==> config.mk <==
export PLATFORM = sky130hd
export DESIGN_NAME = sbd_core
export DESIGN_NICKNAME = d
export VERILOG_FILES = /design/src/sbd_pkg.sv /design/src/sbd_alu.sv /design/src/sbd_core.sv
export SDC_FILE = /design/constraint.sdc
export NUM_CORES = 1
export LEC_CHECK = 0
export BUFFER_PORTS_ARGS = -buffer_cell sky130_fd_sc_hd__buf_4
export CAP_MARGIN = 25
export CORE_UTILIZATION = 54
export CTS_BUF_LIST = sky130_fd_sc_hd__clkbuf_16
export DETAILED_ROUTE_END_ITERATION = 6
export GPL_ROUTABILITY_DRIVEN = 0
export PLACE_DENSITY = 0.8
export SYNTH_ARGS = -nofsm -noshare
export SYNTH_HDL_FRONTEND = slang
export SYNTH_SLANG_ARGS = --single-unit
export TNS_END_PERCENT = 50
==> constraint.sdc <==
create_clock -name mclk_i -period 4.5 [get_ports mclk_i]
set_clock_uncertainty 0.15 [all_clocks]
set_input_delay 0.45 -clock mclk_i [delete_from_list [all_inputs] [get_ports mclk_i]]
set_output_delay 0.45 -clock mclk_i [all_outputs]
set_load 0.005 [all_outputs]
==> src/sbd_pkg.sv <==
// Constants and encodings for the subtract instruction datapath.
// Assumes a 16-bit instruction word delivered by the decoder, one per instruction cycle.
// Function
// - Literal-subtract: literal minus working register, result always to working register.
// - File-subtract: addressed file register minus working register, six-bit prefix decoded.
// - Destination bit zero stores to working register, one stores to file register.
// - Bank bit zero uses access bank; one combines address with bank select register.
// - Bank zero, extended set on, address at most 95: indexed literal offset addressing.
// - Carry set when no borrow (result non-negative), cleared on borrow.
// - Subtract-with-borrow: working minus file minus inverted carry, same operand handling.
package sbd_pkg;
    localparam logic [7:0]  LIT_SUB_CODE   = 8'h08;   // Upper byte of literal subtract
    localparam logic [5:0]  FSUBW_CODE     = 6'h17;   // Prefix of file-minus-working
    localparam logic [5:0]  FSUBB_CODE     = 6'h15;   // Prefix of subtract with borrow
    localparam logic [7:0]  INDEX_MAX_ADDR = 8'h5F;   // Highest indexed offset address
    localparam logic [7:0]  ACCESS_SPLIT   = 8'h80;   // Access bank: low half bank 0, high half SFR
    localparam logic [3:0]  SFR_BANK       = 4'hF;    // Bank of upper access half
    localparam logic [3:0]  ZERO_BANK      = 4'h0;
    localparam int          DEST_BIT       = 9;
    localparam int          BANK_BIT       = 8;

    typedef enum logic [1:0] {
        SBD_DECODE  = 2'b00,
        SBD_READ    = 2'b01,
        SBD_PROCESS = 2'b10,
        SBD_WRITE   = 2'b11
    } sbd_phase_t;
endpackage : sbd_pkg

==> src/sbd_alu.sv <==
// Eight-bit subtracter with full flag generation.
// Assumes operands are stable while results are registered by the caller.
module sbd_alu
    import sbd_pkg::*;
(
    input  wire logic [7:0] min_i,
    input  wire logic [7:0] sub_i,
    input  wire logic       borrow_in_i,
    output logic      [7:0] diff_o,
    output logic            carry_o,
    output logic            dcarry_o,
    output logic            ovf_o,
    output logic            neg_o,
    output logic            zero_o
);
    logic [8:0] full;
    logic [4:0] low;

    // Two's complement: a + ~b + carry, carry of one meaning no borrow
    always_comb begin
        full     = {1'b0, min_i} + {1'b0, ~sub_i} + {8'h00, ~borrow_in_i};
        low      = {1'b0, min_i[3:0]} + {1'b0, ~sub_i[3:0]} + {4'h0, ~borrow_in_i};
        diff_o   = full[7:0];
        carry_o  = full[8];
        dcarry_o = low[4];
        ovf_o    = (min_i[7] != sub_i[7]) && (full[7] != min_i[7]);
        neg_o    = full[7];
        zero_o   = (full[7:0] == 8'h00);
    end
endmodule : sbd_alu

==> src/sbd_core.sv <==
// Subtract instruction datapath: decode, operand read, process, write phases.
// Assumes one instruction word held for a whole four-phase cycle by the decoder,
// and a register file whose read data is valid in the same clock as the address.
module sbd_core
    import sbd_pkg::*;
(
    input  wire logic        mclk_i,
    input  wire logic        rst_i,
    input  wire logic        instr_valid_i,   // Start a new instruction cycle
    input  wire logic [15:0] instr_i,
    input  wire logic        carry_i,         // Current carry flag
    input  wire logic [7:0]  work_i,          // Current working register
    input  wire logic [3:0]  bank_select_register_i,
    input  wire logic        ext_set_i,       // Extended instruction set enabled
    input  wire logic [11:0] index_base_i,    // Index pointer for literal offset mode
    input  wire logic [7:0]  file_rdata_i,
    output logic      [11:0] file_addr_o,
    output logic             file_rd_o,
    output logic      [7:0]  file_wdata_o,
    output logic             file_wr_o,
    output logic      [7:0]  work_o,
    output logic             work_wr_o,
    output logic      [4:0]  flags_o,         // {neg, ovf, zero, digit_carry, carry}
    output logic             flags_wr_o,
    output logic             busy_o,
    output logic             done_o
);
    sbd_phase_t  phase_r, phase_nxt;
    logic        active_r, active_nxt;
    logic [1:0]  kind_r, kind_nxt;  // 0 none, 1 literal, 2 file-minus-w, 3 with borrow
    logic [15:0] op_r, op_nxt;
    logic [7:0]  opnd_r, opnd_nxt;
    logic [11:0] addr_r, addr_nxt;
    logic [7:0]  res_r, res_nxt;
    logic [4:0]  flg_r, flg_nxt;
    logic [11:0] faddr_r, faddr_nxt;
    logic        frd_r, frd_nxt, fwr_r, fwr_nxt, wwr_r, wwr_nxt, flw_r, flw_nxt, done_r, done_nxt;
    logic [7:0]  wout_r, wout_nxt, fwd_r, fwd_nxt;
    logic [7:0]  a_in, b_in, diff;
    logic        bin, c_o, dc_o, ov_o, n_o, z_o;
    logic [11:0] eff_addr;

    // Operand address resolution
    always_comb begin
        if (op_r[BANK_BIT]) begin
            eff_addr = {bank_select_register_i, op_r[7:0]};
        end else if (ext_set_i && (op_r[7:0] <= INDEX_MAX_ADDR)) begin
            eff_addr = index_base_i + {4'h0, op_r[7:0]};
        end else if (op_r[7:0] >= ACCESS_SPLIT) begin
            eff_addr = {SFR_BANK, op_r[7:0]};
        end else begin
            eff_addr = {ZERO_BANK, op_r[7:0]};
        end
    end

    // Operand steering per instruction kind
    always_comb begin
        a_in = opnd_r;
        b_in = work_i;
        bin  = 1'b0;
        if (kind_r == 2'd1) begin
            a_in = op_r[7:0];
        end else if (kind_r == 2'd3) begin
            a_in = work_i;
            b_in = opnd_r;
            bin  = ~carry_i;
        end
    end

    sbd_alu u_alu (
        .min_i       (a_in),
        .sub_i       (b_in),
        .borrow_in_i (bin),
        .diff_o      (diff),
        .carry_o     (c_o),
        .dcarry_o    (dc_o),
        .ovf_o       (ov_o),
        .neg_o       (n_o),
        .zero_o      (z_o)
    );

    // Phase sequencer and next-state computation
    always_comb begin
        phase_nxt  = phase_r;
        active_nxt = active_r;
        kind_nxt   = kind_r;
        op_nxt     = op_r;
        opnd_nxt   = opnd_r;
        addr_nxt   = addr_r;
        res_nxt    = res_r;
        flg_nxt    = flg_r;
        faddr_nxt  = faddr_r;
        frd_nxt    = 1'b0;
        fwr_nxt    = 1'b0;
        wwr_nxt    = 1'b0;
        flw_nxt    = 1'b0;
        done_nxt   = 1'b0;
        wout_nxt   = wout_r;
        fwd_nxt    = fwd_r;
        case (phase_r)
            SBD_DECODE: begin
                if (instr_valid_i) begin
                    op_nxt     = instr_i;
                    active_nxt = 1'b1;
                    phase_nxt  = SBD_READ;
                    if (instr_i[15:8] == LIT_SUB_CODE) begin
                        kind_nxt = 2'd1;
                    end else if (instr_i[15:10] == FSUBW_CODE) begin
                        kind_nxt = 2'd2;
                    end else if (instr_i[15:10] == FSUBB_CODE) begin
                        kind_nxt = 2'd3;
                    end else begin
                        kind_nxt = 2'd0;
                    end
                end
            end
            SBD_READ: begin
                addr_nxt  = eff_addr;
                faddr_nxt = eff_addr;
                frd_nxt   = (kind_r == 2'd2) || (kind_r == 2'd3);
                phase_nxt = SBD_PROCESS;
            end
            SBD_PROCESS: begin
                if (frd_r) begin
                    opnd_nxt = file_rdata_i;
                end
                phase_nxt = SBD_WRITE;
            end
            SBD_WRITE: begin
                // Result and flags move only for a recognised subtract
                if (kind_r != 2'd0) begin
                    res_nxt = diff;
                    flg_nxt = {n_o, ov_o, z_o, dc_o, c_o};
                    flw_nxt = 1'b1;
                    if ((kind_r == 2'd1) || !op_r[DEST_BIT]) begin
                        wout_nxt = diff;
                        wwr_nxt  = 1'b1;
                    end else begin
                        fwd_nxt   = diff;
                        faddr_nxt = addr_r;
                        fwr_nxt   = 1'b1;
                    end
                end
                done_nxt   = 1'b1;
                active_nxt = 1'b0;
                phase_nxt  = SBD_DECODE;
            end
            default: begin
                phase_nxt = SBD_DECODE;
            end
        endcase
    end

    // Register all state
    always_ff @(posedge mclk_i) begin
        if (rst_i) begin
            phase_r  <= SBD_DECODE;
            active_r <= 1'b0;
            kind_r   <= 2'd0;
            op_r     <= 16'h0000;
            opnd_r   <= 8'h00;
            addr_r   <= 12'h000;
            res_r    <= 8'h00;
            flg_r    <= 5'h00;
            faddr_r  <= 12'h000;
            frd_r    <= 1'b0;
            fwr_r    <= 1'b0;
            wwr_r    <= 1'b0;
            flw_r    <= 1'b0;
            done_r   <= 1'b0;
            wout_r   <= 8'h00;
            fwd_r    <= 8'h00;
        end else begin
            phase_r  <= phase_nxt;
            active_r <= active_nxt;
            kind_r   <= kind_nxt;
            op_r     <= op_nxt;
            opnd_r   <= opnd_nxt;
            addr_r   <= addr_nxt;
            res_r    <= res_nxt;
            flg_r    <= flg_nxt;
            faddr_r  <= faddr_nxt;
            frd_r    <= frd_nxt;
            fwr_r    <= fwr_nxt;
            wwr_r    <= wwr_nxt;
            flw_r    <= flw_nxt;
            done_r   <= done_nxt;
            wout_r   <= wout_nxt;
            fwd_r    <= fwd_nxt;
        end
    end

    // Outputs straight from flip-flops
    assign file_addr_o  = faddr_r;
    assign file_rd_o    = frd_r;
    assign file_wdata_o = fwd_r;
    assign file_wr_o    = fwr_r;
    assign work_o       = wout_r;
    assign work_wr_o    = wwr_r;
    assign flags_o      = flg_r;
    assign flags_wr_o   = flw_r;
    assign busy_o       = active_r;
    assign done_o       = done_r;

    // Exactly one destination per completed subtract
    one_dest_a: assert property (@(posedge mclk_i) disable iff (rst_i)
        flags_wr_o |-> (file_wr_o ^ work_wr_o)) else $error("no unique destination");
    // Literal subtract always targets working register
    lit_dest_a: assert property (@(posedge mclk_i) disable iff (rst_i)
        (flags_wr_o && kind_r == 2'd1) |-> work_wr_o) else $error("literal not to W");
    // Zero flag matches the stored result
    zero_flag_a: assert property (@(posedge mclk_i) disable iff (rst_i)
        flags_wr_o |-> (flags_o[2] == (res_r == 8'h00))) else $error("zero flag wrong");
    // Negative flag mirrors result sign
    neg_flag_a: assert property (@(posedge mclk_i) disable iff (rst_i)
        flags_wr_o |-> (flags_o[4] == res_r[7])) else $error("neg flag wrong");
    // File write data equals result
    file_data_a: assert property (@(posedge mclk_i) disable iff (rst_i)
        file_wr_o |-> (file_wdata_o == res_r)) else $error("file data wrong");
    // Banked address uses bank select register
    bank_addr_a: assert property (@(posedge mclk_i) disable iff (rst_i)
        (phase_r == SBD_READ && op_r[BANK_BIT])
        |=> ((addr_r[11:8] == $past(bank_select_register_i)) && (addr_r[7:0] == op_r[7:0])))
        else $error("bank address wrong");
    // Indexed mode offsets from index base
    index_addr_a: assert property (@(posedge mclk_i) disable iff (rst_i)
        (phase_r == SBD_READ && !op_r[BANK_BIT] && ext_set_i && op_r[7:0] <= INDEX_MAX_ADDR)
        |=> (addr_r == ($past(index_base_i) + {4'h0, op_r[7:0]})))
        else $error("indexed address wrong");
    // Instruction completes four clocks after acceptance
    four_phase_a: assert property (@(posedge mclk_i) disable iff (rst_i)
        (phase_r == SBD_DECODE && instr_valid_i) |-> ##4 done_o) else $error("cycle length wrong");
    // Borrow instruction reads the file register
    borrow_read_a: assert property (@(posedge mclk_i) disable iff (rst_i)
        (phase_r == SBD_READ && kind_r == 2'd3) |=> file_rd_o) else $error("no operand read");
endmodule : sbd_core

==> flow_metrics.py, run 1 <==
metrics = {
    "worst_hold_path": {
        "hp-class": "in2reg",
        "min_path_cells": 3,
    },
    "place": {
        "hpwlAfterDp_mm": 7.39,
        "io_buffers": 91,
    },
    "routing": {
        "drtAntennaViolNets": 0,
        "drt_iter0_drc": 274,
        "num_vias": 3857,
        "route.detailed.drc": 0,
        "post_drt_wl_per_cell_um": 15.6,
        "viasPerCell": 5.74,
        "drtPass1Iterations": 5,
        "finalWirelength_mm": 10.5,
    },
    "finish": {
        "area_growth_pct": 27.0,
        "finalCoreUtilization": 0.721,
        "drive_gt1_frac": 0.203,
        "antenna_cells": 0,
        "nets": 646,
    },
    "synth": {
        "ys_seq_area_frac": 0.373,
        "synthTopCellsByArea": "dfxtp_1 (37%), nand2_1 (8.6%), a21oi_1 (8.0%)",
        "synth_edf_count": 0,
        "yosysMostFrequentCell": "nand2_1",
        "ys_async_sr_fraction": 0,
        "syn_inst": 490,
        "synth_common_cells": "nand2_1 (90), dfxtp_1 (73), a21oi_1 (63), nor2_1 (47), mux2i_1 (25)",
        "synth_top_area_share": 0.373,
        "netlist_area_mm2": 0.00392,
        "yosys.area.top_type": "dfxtp_1",
        "synth_nets": 565,
        "yosys_warnings": 0,
        "synth-main-ff-cell": "dfxtp_1",
        "synth.distinct_cells": 52,
        "synth_seq_cells": 73,
        "syn_area_per_cell_um2": 8.01,
    },
    "worst_setup_path": {
        "cp.required_ns": 4.61,
        "critPathMaxFanout": 20,
        "worst_setup_path_end_kind": "flop",
        "max_stage_delay_ns": 0.72,
        "slowest_stage": "dfxtp_1",
        "setup.worst_path.start_class": "flop",
        "r2r_cells": 10,
        "rrSetupSlack_ns": 0.62,
        "crit_arrival_ns": 3.98,
        "worstSetupPathType": "reg2reg",
        "crit_path_cell_trace": "nand2_1 > or2_2 > fa_1 > fa_1 > a21o_1 > a311o_1 > a21oi_2 > xnor2_1 > nand2_1 > a21oi_1",
    },
    "timing": {
        "report.final.slew_viol_count": 0,
        "timing.final.crit_share": 0.862,
        "fmax_mhz": 258,
        "hold_viol_final": 0,
        "tightest_slew_ns": 0.865,
        "relSlewSlack": 0.424,
        "timing.setup.tns_ns": 0,
        "layout_min_cycle_time_ns": 3.88,
        "rsz0062_at_grt": "false",
        "finalSetupViolations": 0,
    },
    "cts": {
        "cts_tree": "done",
        "numCtsBuffers": 9,
        "cts_resized": 0,
        "cts-root-buf": "clkbuf_16",
        "insertion_delay_ns": 0.34,
        "cts_num_sinks": 73,
        "clkTransAtPathRegs_ns": 0.06,
        "ctsHoldBuffers": 0,
        "cts_setup_buffers": 0,
        "htreeDepth": 3,
        "cts_buffer_depth": 2,
    },
    "global_route": {
        "grt_use_met1": 0.380,
        "busiest_layer": "met2",
        "antenna_found_initial": 0,
        "grt_usage": 0.287,
        "grt_pass1_vias": 3579,
        "overflow": 0,
        "use_met2": 0.464,
        "grt_pass1_wl_mm": 16.7,
        "grt_util_met3": 0.0521,
        "grt_max_degree": 70,
    },
    "die": {
        "fp.dieH_um": 87.2,
        "core_mm2": 0.00691,
        "rows": 30,
        "start_util": 0.568,
        "die_x_um": 87.2,
        "boundaryPins": 92,
        "dieArea_mm2": 0.00761,
    },
    "power": {
        "power_density_mw_per_mm2": 468,
        "leakage_nw": 2.15,
        "vdd_drop_max_uv": 307,
    },
    "flow_run": {
        "max_cap_violations": 0,
    },
    "status": {
        "status": "finished, final reports clean",
    },
}
==> through the flow <==
stage	area (µm²)	total power, mW	hold slack, ns	setup slack, ns	instances
global route	4980	2.45	0.225	0.400	672
finish	4980	2.33	0.215	0.623	672
detailed placement	4650	1.52	0.281	0.755	656
floorplan	3920	1.30	0.267	1.11	490
CTS	4980	2.32	0.215	0.646	672
global placement	4650	1.50	0.278	0.853	656
==> where the power goes <==
group,internal (mW),switching [mW]
logic,0.284,0.410
registers,0.749,0.0792
clock network,0.537,0.273
==> layer usage <==
metal | up-vias | part of all wire
li1 | 1896 | -
met1 | 1783 | 0.45
met2 | 152 | 0.47
met3 | 26 | 0.062
met4 | 0 | 0.022
met5 | - | 0
==> area by class of cell <==
| cell class | count | area (µm²) |
|---|---|---|
| flip-flops and latches | 73 | 1460 |
| repair buffers | 93 | 698 |
| well taps | 96 | 120 |
| clock inverters | 7 | 111 |
| clock buffers | 9 | 225 |
| fillers | 554 | 1920 |
| multi-input cells | 384 | 2330 |
| inverters | 10 | 37.5 |
==> cell families (layout without fill, tap and decap cells) <==
group / count (synthesis) / in the layout / synth area share
muxes: 26 / 26 / 0.0667
DFF: 73 / 73 / 0.373
xor gates and xnor gates: 13 / 13 / 0.0290
buffers and inverters: 33 / 119 / 0.0338
adders and majority gates: 22 / 22 / 0.0759
AOI/OAI and AO/OA: 135 / 135 / 0.214
and+or+nand+nor: 188 / 188 / 0.208
==> sequential cells by signal, summed over array words and instances, names as in the netlist <==
register and count:
work_wr_o 1, opnd_r 8, phase_r 2, addr_r 12, file_rd_o 1, file_wdata_o 8
kind_r 2, work_o 8, done_o 1, busy_o 1, op_r 10, file_wr_o 1
flags_wr_o 1, flags_o 5, file_addr_o 12
==> worst max-delay path, delay by kind of cell (launching register included) <==
kind                     cells  cell delay (ns)
XOR/XNOR                     1             0.21
AND/OR/NAND/NOR              3             1.00
flip-flops                   1             0.72
adder cells (fa/ha/maj)      2             0.84
AO/OA/AOI/OAI                4             0.89
==> path summary, 6_finish.rpt <==
check,startpoint,to
setup / recovery,kind_r[0]$_SDFFE_PP0P_,work_o[6]$_SDFFE_PP0P_
setup reg to reg,kind_r[0]$_SDFFE_PP0P_,work_o[6]$_SDFFE_PP0P_
hold / removal,instr_i[4],op_r[4]$_SDFFE_PP0P_
hold reg to reg,addr_r[8]$_SDFFE_PP0P_,addr_r[8]$_SDFFE_PP0P_
==> layout by cell type, fill, tap and decap left out, drive strengths merged, types with 5 or more instances in the layout <==
master	netlist	final
clkbuf	11	9
xnor2	7	7
nand2	90	90
o21ai	16	16
inv	10	12
nor2	48	48
a21oi	65	65
xor2	6	6
a21o	6	6
nand3	18	18
ha	19	19
a211oi	16	16
nor3	8	8
dfxtp	73	73
and3	6	6
mux2i	25	25
nand2b	5	5
o22ai	5	5
buf	12	93
Note: power is estimated with default switching activity, not from simulation.
==> inputs of run 2 (changes only) <==
- clock period: 4.5 -> 3.6 ns (I/O delays scaled with it)
==> run 2 against run 1 <==
  * Sequential cell count did not move
  * Power rose by 20%
  * Utilization fell by 0.054 points
  * Sequential share of layout area barely moved
  * Critical path depth did not move
  * Hold slack got worse by 0.089 ns
  * Combinational power rose by 25%
  * Via count did not move
  * Register-to-register slack got worse by 0.07 ns
  * Critical path type unchanged
  * Critical endpoint unchanged
  * Highest routed layer unchanged
==> flow_metrics.py, run 2 (synthesized netlist as in run 1, its figures left out) <==
metrics = {
    "routing": {
        "post_drt_wl_per_cell_um": 15.2,
        "num_vias": 3857,
        "drtPass1Iterations": 5,
        "viasPerCell": 5.70,
        "drt_iter0_drc": 280,
        "drtAntennaViolNets": 0,
        "finalWirelength_mm": 10.3,
        "route.detailed.drc": 0,
    },
    "power": {
        "combPwrFrac": 0.312,
        "power_density_mw_per_mm2": 560,
        "seq_power_share": 0.371,
        "p_clk_frac": 0.317,
        "internal-power_mw": 1.83,
        "vdd_drop_max_uv": 370,
        "p_sw_mw": 0.955,
        "p_sw_frac": 0.342,
        "leakage_nw": 2.15,
    },
    "worst_setup_path": {
        "crit_arrival_ns": 3.15,
        "worst_setup_path_end_kind": "flop",
        "critPathMaxFanout": 6,
        "cp_top_family": "compound AO/OA/AOI/OAI gates",
        "slowest_stage": "fa_1",
        "cp.required_ns": 3.71,
        "max_stage_delay_ns": 0.42,
        "crit_buf_inv": 0,
        "setup.worst_path.start_class": "flop",
        "crit_path_cell_trace": "nand2_1 > or2_2 > fa_1 > fa_1 > a21o_1 > a311o_1 > a21oi_2 > xnor2_1 > nand2_1 > a21oi_1",
        "worstSetupPathType": "reg2reg",
    },
    "timing": {
        "setup_slack_ns": 0.557,
        "hold_viol_final": 0,
        "timing.final.crit_share": 0.845,
        "finalSetupViolations": 0,
        "relSlewSlack": 0.525,
        "layout_min_cycle_time_ns": 3.04,
        "report.final.slew_viol_count": 0,
        "rsz0062_at_grt": "false",
        "tightest_slew_ns": 0.712,
        "fmax_mhz": 329,
        "timing.setup.tns_ns": 0,
    },
    "finish": {
        "antenna_cells": 0,
        "nFillCells": 577,
        "nets": 651,
        "layout_common_cells": "buf_4 (98), nand2_1 (90), dfxtp_1 (73)",
        "drive_gt1_frac": 0.213,
        "final_common_cell": "buf_4",
        "postLayoutCellArea_mm2": 0.00498,
        "area_growth_pct": 26.9,
    },
    "die": {
        "start_util": 0.568,
        "rows": 30,
        "boundaryPins": 92,
        "fp.dieH_um": 87.2,
        "die_x_um": 87.2,
        "dieArea_mm2": 0.00761,
        "core_mm2": 0.00691,
    },
    "place": {
        "dp_slack_ns": 0.583,
        "postPlaceCellArea_mm2": 0.00468,
        "hpwlAfterDp_mm": 7.53,
        "io_buffers": 91,
    },
    "global_route": {
        "grt_pass1_wl_mm": 16.6,
        "grt_pass1_vias": 3453,
        "grt_usage": 0.283,
        "grt_max_degree": 70,
        "antenna_found_initial": 0,
        "overflow": 0,
    },
    "cts": {
        "cts_resized": 0,
        "cts-root-buf": "clkbuf_16",
        "ctsHoldBuffers": 0,
        "insertion_delay_ns": 0.33,
        "numCtsBuffers": 9,
        "cts_tree": "done",
        "cts_num_sinks": 73,
        "clkTransAtPathRegs_ns": 0.06,
        "cts_setup_buffers": 0,
        "cts_buffer_depth": 2,
        "htreeDepth": 3,
    },
    "status": {
        "status": "finished, final reports clean",
    },
    "worst_hold_path": {
        "hp-class": "in2reg",
    },
    "flow_run": {
        "max_cap_violations": 0,
    },
}
-- run 2: metal layers --
metal	global-route usage	wire [µm]	vias up
li1	-	-	1910
met1	0.394	4850	1796
met2	0.445	4690	133
met3	0.0445	528	18
met4	0.104	187	0
met5	0	0	-
-- run 2: power by group through the flow --
stage | logic [mW] | clock network [mW] | registers [mW]
floorplan | 0.600 | 0 | 1.02
global placement | 0.835 | 0 | 1.04
detailed placement | 0.856 | 0 | 1.05
CTS | 0.861 | 0.886 | 1.03
global route | 0.963 | 0.924 | 1.05
finish | 0.869 | 0.885 | 1.04
-- run 2: worst register-to-register path, delay by kind of cell (launching register included) --
kind	cells	cell delay (ns)
xor+xnor	1	0.19
compound gates	4	0.87
simple gates	3	0.52
fa+ha+maj	2	0.83
flops	1	0.41
-- run 2: path summary, 6_finish.rpt --
kind | startpoint | endpoint | slack (ns) | depth (start not counted)
setup / recovery | kind_r[0]$_SDFFE_PP0P_ | work_o[6]$_SDFFE_PP0P_ | 0.56 | 10
hold / removal | instr_i[3] | op_r[3]$_SDFFE_PP0P_ | 0.13 | 3
setup reg to reg | kind_r[0]$_SDFFE_PP0P_ | work_o[6]$_SDFFE_PP0P_ | 0.56 | 10
hold reg to reg | file_addr_o[1]$_SDFFE_PP0P_ | file_addr_o[1]$_SDFFE_PP0P_ | 0.30 | 2
-- run 2: through the flow --
step | utilization | power [mW] | hold WS (ns) | cells
CTS | 0.721 | 2.78 | 0.127 | 677
detailed placement | 0.678 | 1.91 | 0.287 | 661
global route | 0.721 | 2.94 | 0.145 | 677
finish | 0.721 | 2.79 | 0.126 | 677
floorplan | - | 1.62 | 0.267 | 490
global placement | 0.678 | 1.88 | 0.279 | 661
-- run 2: final cells by class --
cell class / count / area (µm²) / share of cell area
well taps: 96 / 120 / 0.0241
clock inverters: 7 / 70.1 / 0.0141
flip-flops and latches: 73 / 1460 / 0.294
repair buffers: 98 / 736 / 0.148
multi-input cells: 384 / 2330 / 0.468
clock buffers: 9 / 225 / 0.0452
inverters: 10 / 37.5 / 0.00754
==> inputs of run 3 (changes only) <==
- ABC_AREA: default -> 1
- CORE_UTILIZATION: 54 -> 49
- PLACE_DENSITY: 0.8 -> 0.76
- clock period: 3.6 -> 2.4 ns (I/O delays scaled with it)
==> run 3 against run 2 <==
  * The run now ends with negative setup slack left
  * Global-route usage decreased by 2.0 points
  * Combinational power increased to 2.9 times the previous value
  * Non-clock buffer count is 32 higher
  * Hold slack got worse by 0.12 ns
  * First-iteration DRC count increased by 5.7%
  * Utilization is 1.5 points lower
  * Critical path depth rose by 3
  * Via count up 9.8%
  * Area after synthesis is 3.9% higher
  * Count of clock-buffer cells in the layout did not move
  * Highest routed layer unchanged
==> flow_metrics.py, run 3 <==
metrics = {
    "synth": {
        "synth-simple-area-share": 0.238,
        "synth_edf_count": 0,
        "synth_fa_ha_area_frac": 0.0731,
        "synth.distinct_cells": 41,
        "ys_async_sr_fraction": 0,
        "syn_area_per_cell_um2": 7.16,
        "synthMuxAreaShare": 0.00246,
        "netlist_area_mm2": 0.00408,
        "synthTopCellsByArea": "dfxtp_1 (36%), nand2_1 (8.8%), o21ai_0 (7.9%)",
        "synth-xor-area-share": 0.0215,
        "synth_top_area_share": 0.359,
        "synth-main-ff-cell": "dfxtp_1",
        "syn_inst": 569,
        "synth_common_cells": "nand2_1 (96), nor2_1 (83), dfxtp_1 (73), inv_1 (64), o21ai_0 (64)",
        "synth_top_family_by_area": "simple AND/OR/NAND/NOR gates",
        "synth_seq_cells": 73,
        "yosys.area.top_type": "dfxtp_1",
        "synth_nets": 644,
        "ys_seq_area_frac": 0.359,
        "yosys_warnings": 0,
        "synth_compound_area_frac": 0.217,
        "yosysMostFrequentCell": "nand2_1",
    },
    "timing": {
        "tightest_slew_ns": 0.434,
        "timing.final.crit_share": 1.12,
        "timing.setup.tns_ns": -1.16,
        "fmax_mhz": 374,
        "layout_min_cycle_time_ns": 2.68,
        "setup_slack_ns": -0.277,
        "rsz0062_at_grt": "true",
        "report.final.slew_viol_count": 0,
        "relSlewSlack": 0.708,
        "finalSetupViolations": 7,
        "hold_viol_final": 0,
    },
    "power": {
        "seq_power_share": 0.307,
        "power_density_mw_per_mm2": 987,
        "p_sw_mw": 2.19,
        "internal-power_mw": 3.31,
        "p_sw_frac": 0.398,
        "p_clk_frac": 0.228,
        "vdd_drop_max_uv": 485,
        "combPwrFrac": 0.465,
        "leakage_nw": 2.77,
    },
    "place": {
        "hpwlAfterDp_mm": 8.22,
        "postPlaceCellArea_mm2": 0.00505,
        "io_buffers": 91,
    },
    "die": {
        "dieArea_mm2": 0.00869,
        "fp.dieH_um": 93.2,
        "core_mm2": 0.00789,
        "start_util": 0.517,
        "boundaryPins": 92,
        "rows": 32,
        "die_x_um": 93.2,
    },
    "worst_setup_path": {
        "crit_path_cell_trace": "buf_12 > nor2_8 > nand2_1 > o211ai_1 > fa_2 > fa_2 > buf_4 > xor2_2 > nor4_2 > nand2_1 > nor2_1 > nand2_1 > a21oi_1",
        "crit_arrival_ns": 2.79,
        "slowest_stage": "fa_2",
        "cp.required_ns": 2.51,
        "critPathMaxFanout": 2,
        "worst_setup_path_end_kind": "flop",
        "cp_common_cell": "nand2_1",
        "max_stage_delay_ns": 0.38,
        "setup.worst_path.start_class": "flop",
        "r2r_cells": 13,
        "worstSetupPathType": "reg2reg",
    },
    "worst_hold_path": {
        "hp-class": "in2reg",
        "min_path_cells": 3,
    },
    "global_route": {
        "grt_max_degree": 51,
        "overflow": 0,
        "grt_pass1_wl_mm": 18.0,
        "grt_pass1_vias": 3979,
        "antenna_found_initial": 0,
        "grt_usage": 0.263,
    },
    "routing": {
        "drtPass1Iterations": 5,
        "drtAntennaViolNets": 0,
        "drt_iter0_drc": 296,
        "viasPerCell": 5.31,
        "finalWirelength_mm": 11.6,
        "post_drt_wl_per_cell_um": 14.5,
        "route.detailed.drc": 0,
        "num_vias": 4236,
    },
    "finish": {
        "area_growth_pct": 36.6,
        "final_common_cell": "buf_4",
        "nets": 766,
        "postLayoutCellArea_mm2": 0.00557,
        "drive_gt1_frac": 0.310,
        "antenna_cells": 0,
        "layout_common_cells": "buf_4 (126), nand2_1 (87), nor2_1 (83)",
    },
    "flow_run": {
        "max_cap_violations": 0,
    },
    "cts": {
        "insertion_delay_ns": 0.33,
        "clkTransAtPathRegs_ns": 0.06,
        "numCtsBuffers": 9,
        "cts_buffer_depth": 2,
        "htreeDepth": 3,
        "cts-root-buf": "clkbuf_16",
        "cts_tree": "done",
        "cts_num_sinks": 73,
    },
    "status": {
        "status": "complete, but fails checks",
        "violations": "negative setup slack",
    },
}
[run 3: changes by cell type in the layout (fill, tap and decap cells not counted), sizes merged, moves of 15 or more]
cell,delta
mux2i,-24
nor2,+39
buf,+32
a211oi,-15
inv,+61
o21ai,+57
[run 3: cell type report]
| type | count | area [µm²] |
|---|---|---|
| multi-input combinational | 407 | 2420 |
| fill | 609 | 2320 |
| sequential | 73 | 1470 |
| timing repair buffer | 130 | 1000 |
| inverter | 70 | 275 |
| clock buffer | 9 | 225 |
| tap | 102 | 128 |
| clock inverter | 7 | 51.3 |
[run 3: worst paths after layout]
check                                             startpoint                            to  slack (ns)
worst max-delay path                  kind_r[1]$_SDFFE_PP0P_       flags_o[2]$_SDFFE_PP0P_       -0.28
worst min-delay path                         file_rdata_i[3]        opnd_r[3]$_SDFFE_PP0P_       0.001
worst max register to register        kind_r[1]$_SDFFE_PP0P_       flags_o[2]$_SDFFE_PP0P_       -0.28
worst min register to register  file_addr_o[10]$_SDFFE_PP0P_  file_addr_o[10]$_SDFFE_PP0P_        0.32
[run 3: power by group through the flow]
stage	clock network [mW]	logic, mW	registers (mW)
final	1.26	2.56	1.69
after CTS	1.27	2.36	1.68
after global placement	0	2.23	1.69
after global routing	1.32	2.82	1.71
after detailed placement	0	2.27	1.71
after floorplan	0	1.49	1.67
[run 3: cells by family after synthesis]
kind of cell | Yosys count
AO/OA/AOI/OAI | 149
XOR/XNOR | 10
adder cells (fa/ha/maj) | 22
buffers and inverters | 89
flip-flops | 73
multiplexers | 1
AND/OR/NAND/NOR | 225
[run 3: worst max-delay path: cells and delay by family (launching register included)]
family,cells,cell delay [ns]
adder cells (fa/ha/maj),2,0.75
AND/OR/NAND/NOR,6,0.64
flip-flops,1,0.37
buffers and inverters,2,0.26
AO/OA/AOI/OAI,2,0.26
XOR/XNOR,1,0.18
[run 3: repair_timing]
| item | CTS | global route |
|---|---|---|
| setup buffers | 6 | 3 |
| hold endpoints to repair | 0 | 0 |
| endpoints found under the setup margin | 12 | 16 |
| hold buffers | 0 | 0 |
| resized for setup | 14 | 25 |
| pin swaps | 6 | 6 |
[run 3: metal layers]
| metal | global-route usage | vias to the layer above | share of wire |
|---|---|---|---|
| met5 | 0 | - | 0 |
| met4 | 0.119 | 0 | 0.031 |
| met3 | 0.0382 | 30 | 0.045 |
| met2 | 0.456 | 136 | 0.50 |
| met1 | 0.322 | 1956 | 0.42 |
| li1 | - | 2114 | - |
[run 3: stage by stage]
stage	cells	power (mW)	hold WS [ns]	utilization	setup slack, ns
detailed placement	773	3.98	0.320	0.640	-0.206
global route	798	5.85	0.00572	0.706	-0.467
floorplan	569	3.16	0.246	-	-0.162
CTS	795	5.31	0.000869	0.687	-0.179
finish	798	5.50	0.00121	0.706	-0.277
global placement	773	3.92	0.302	0.640	-0.0869
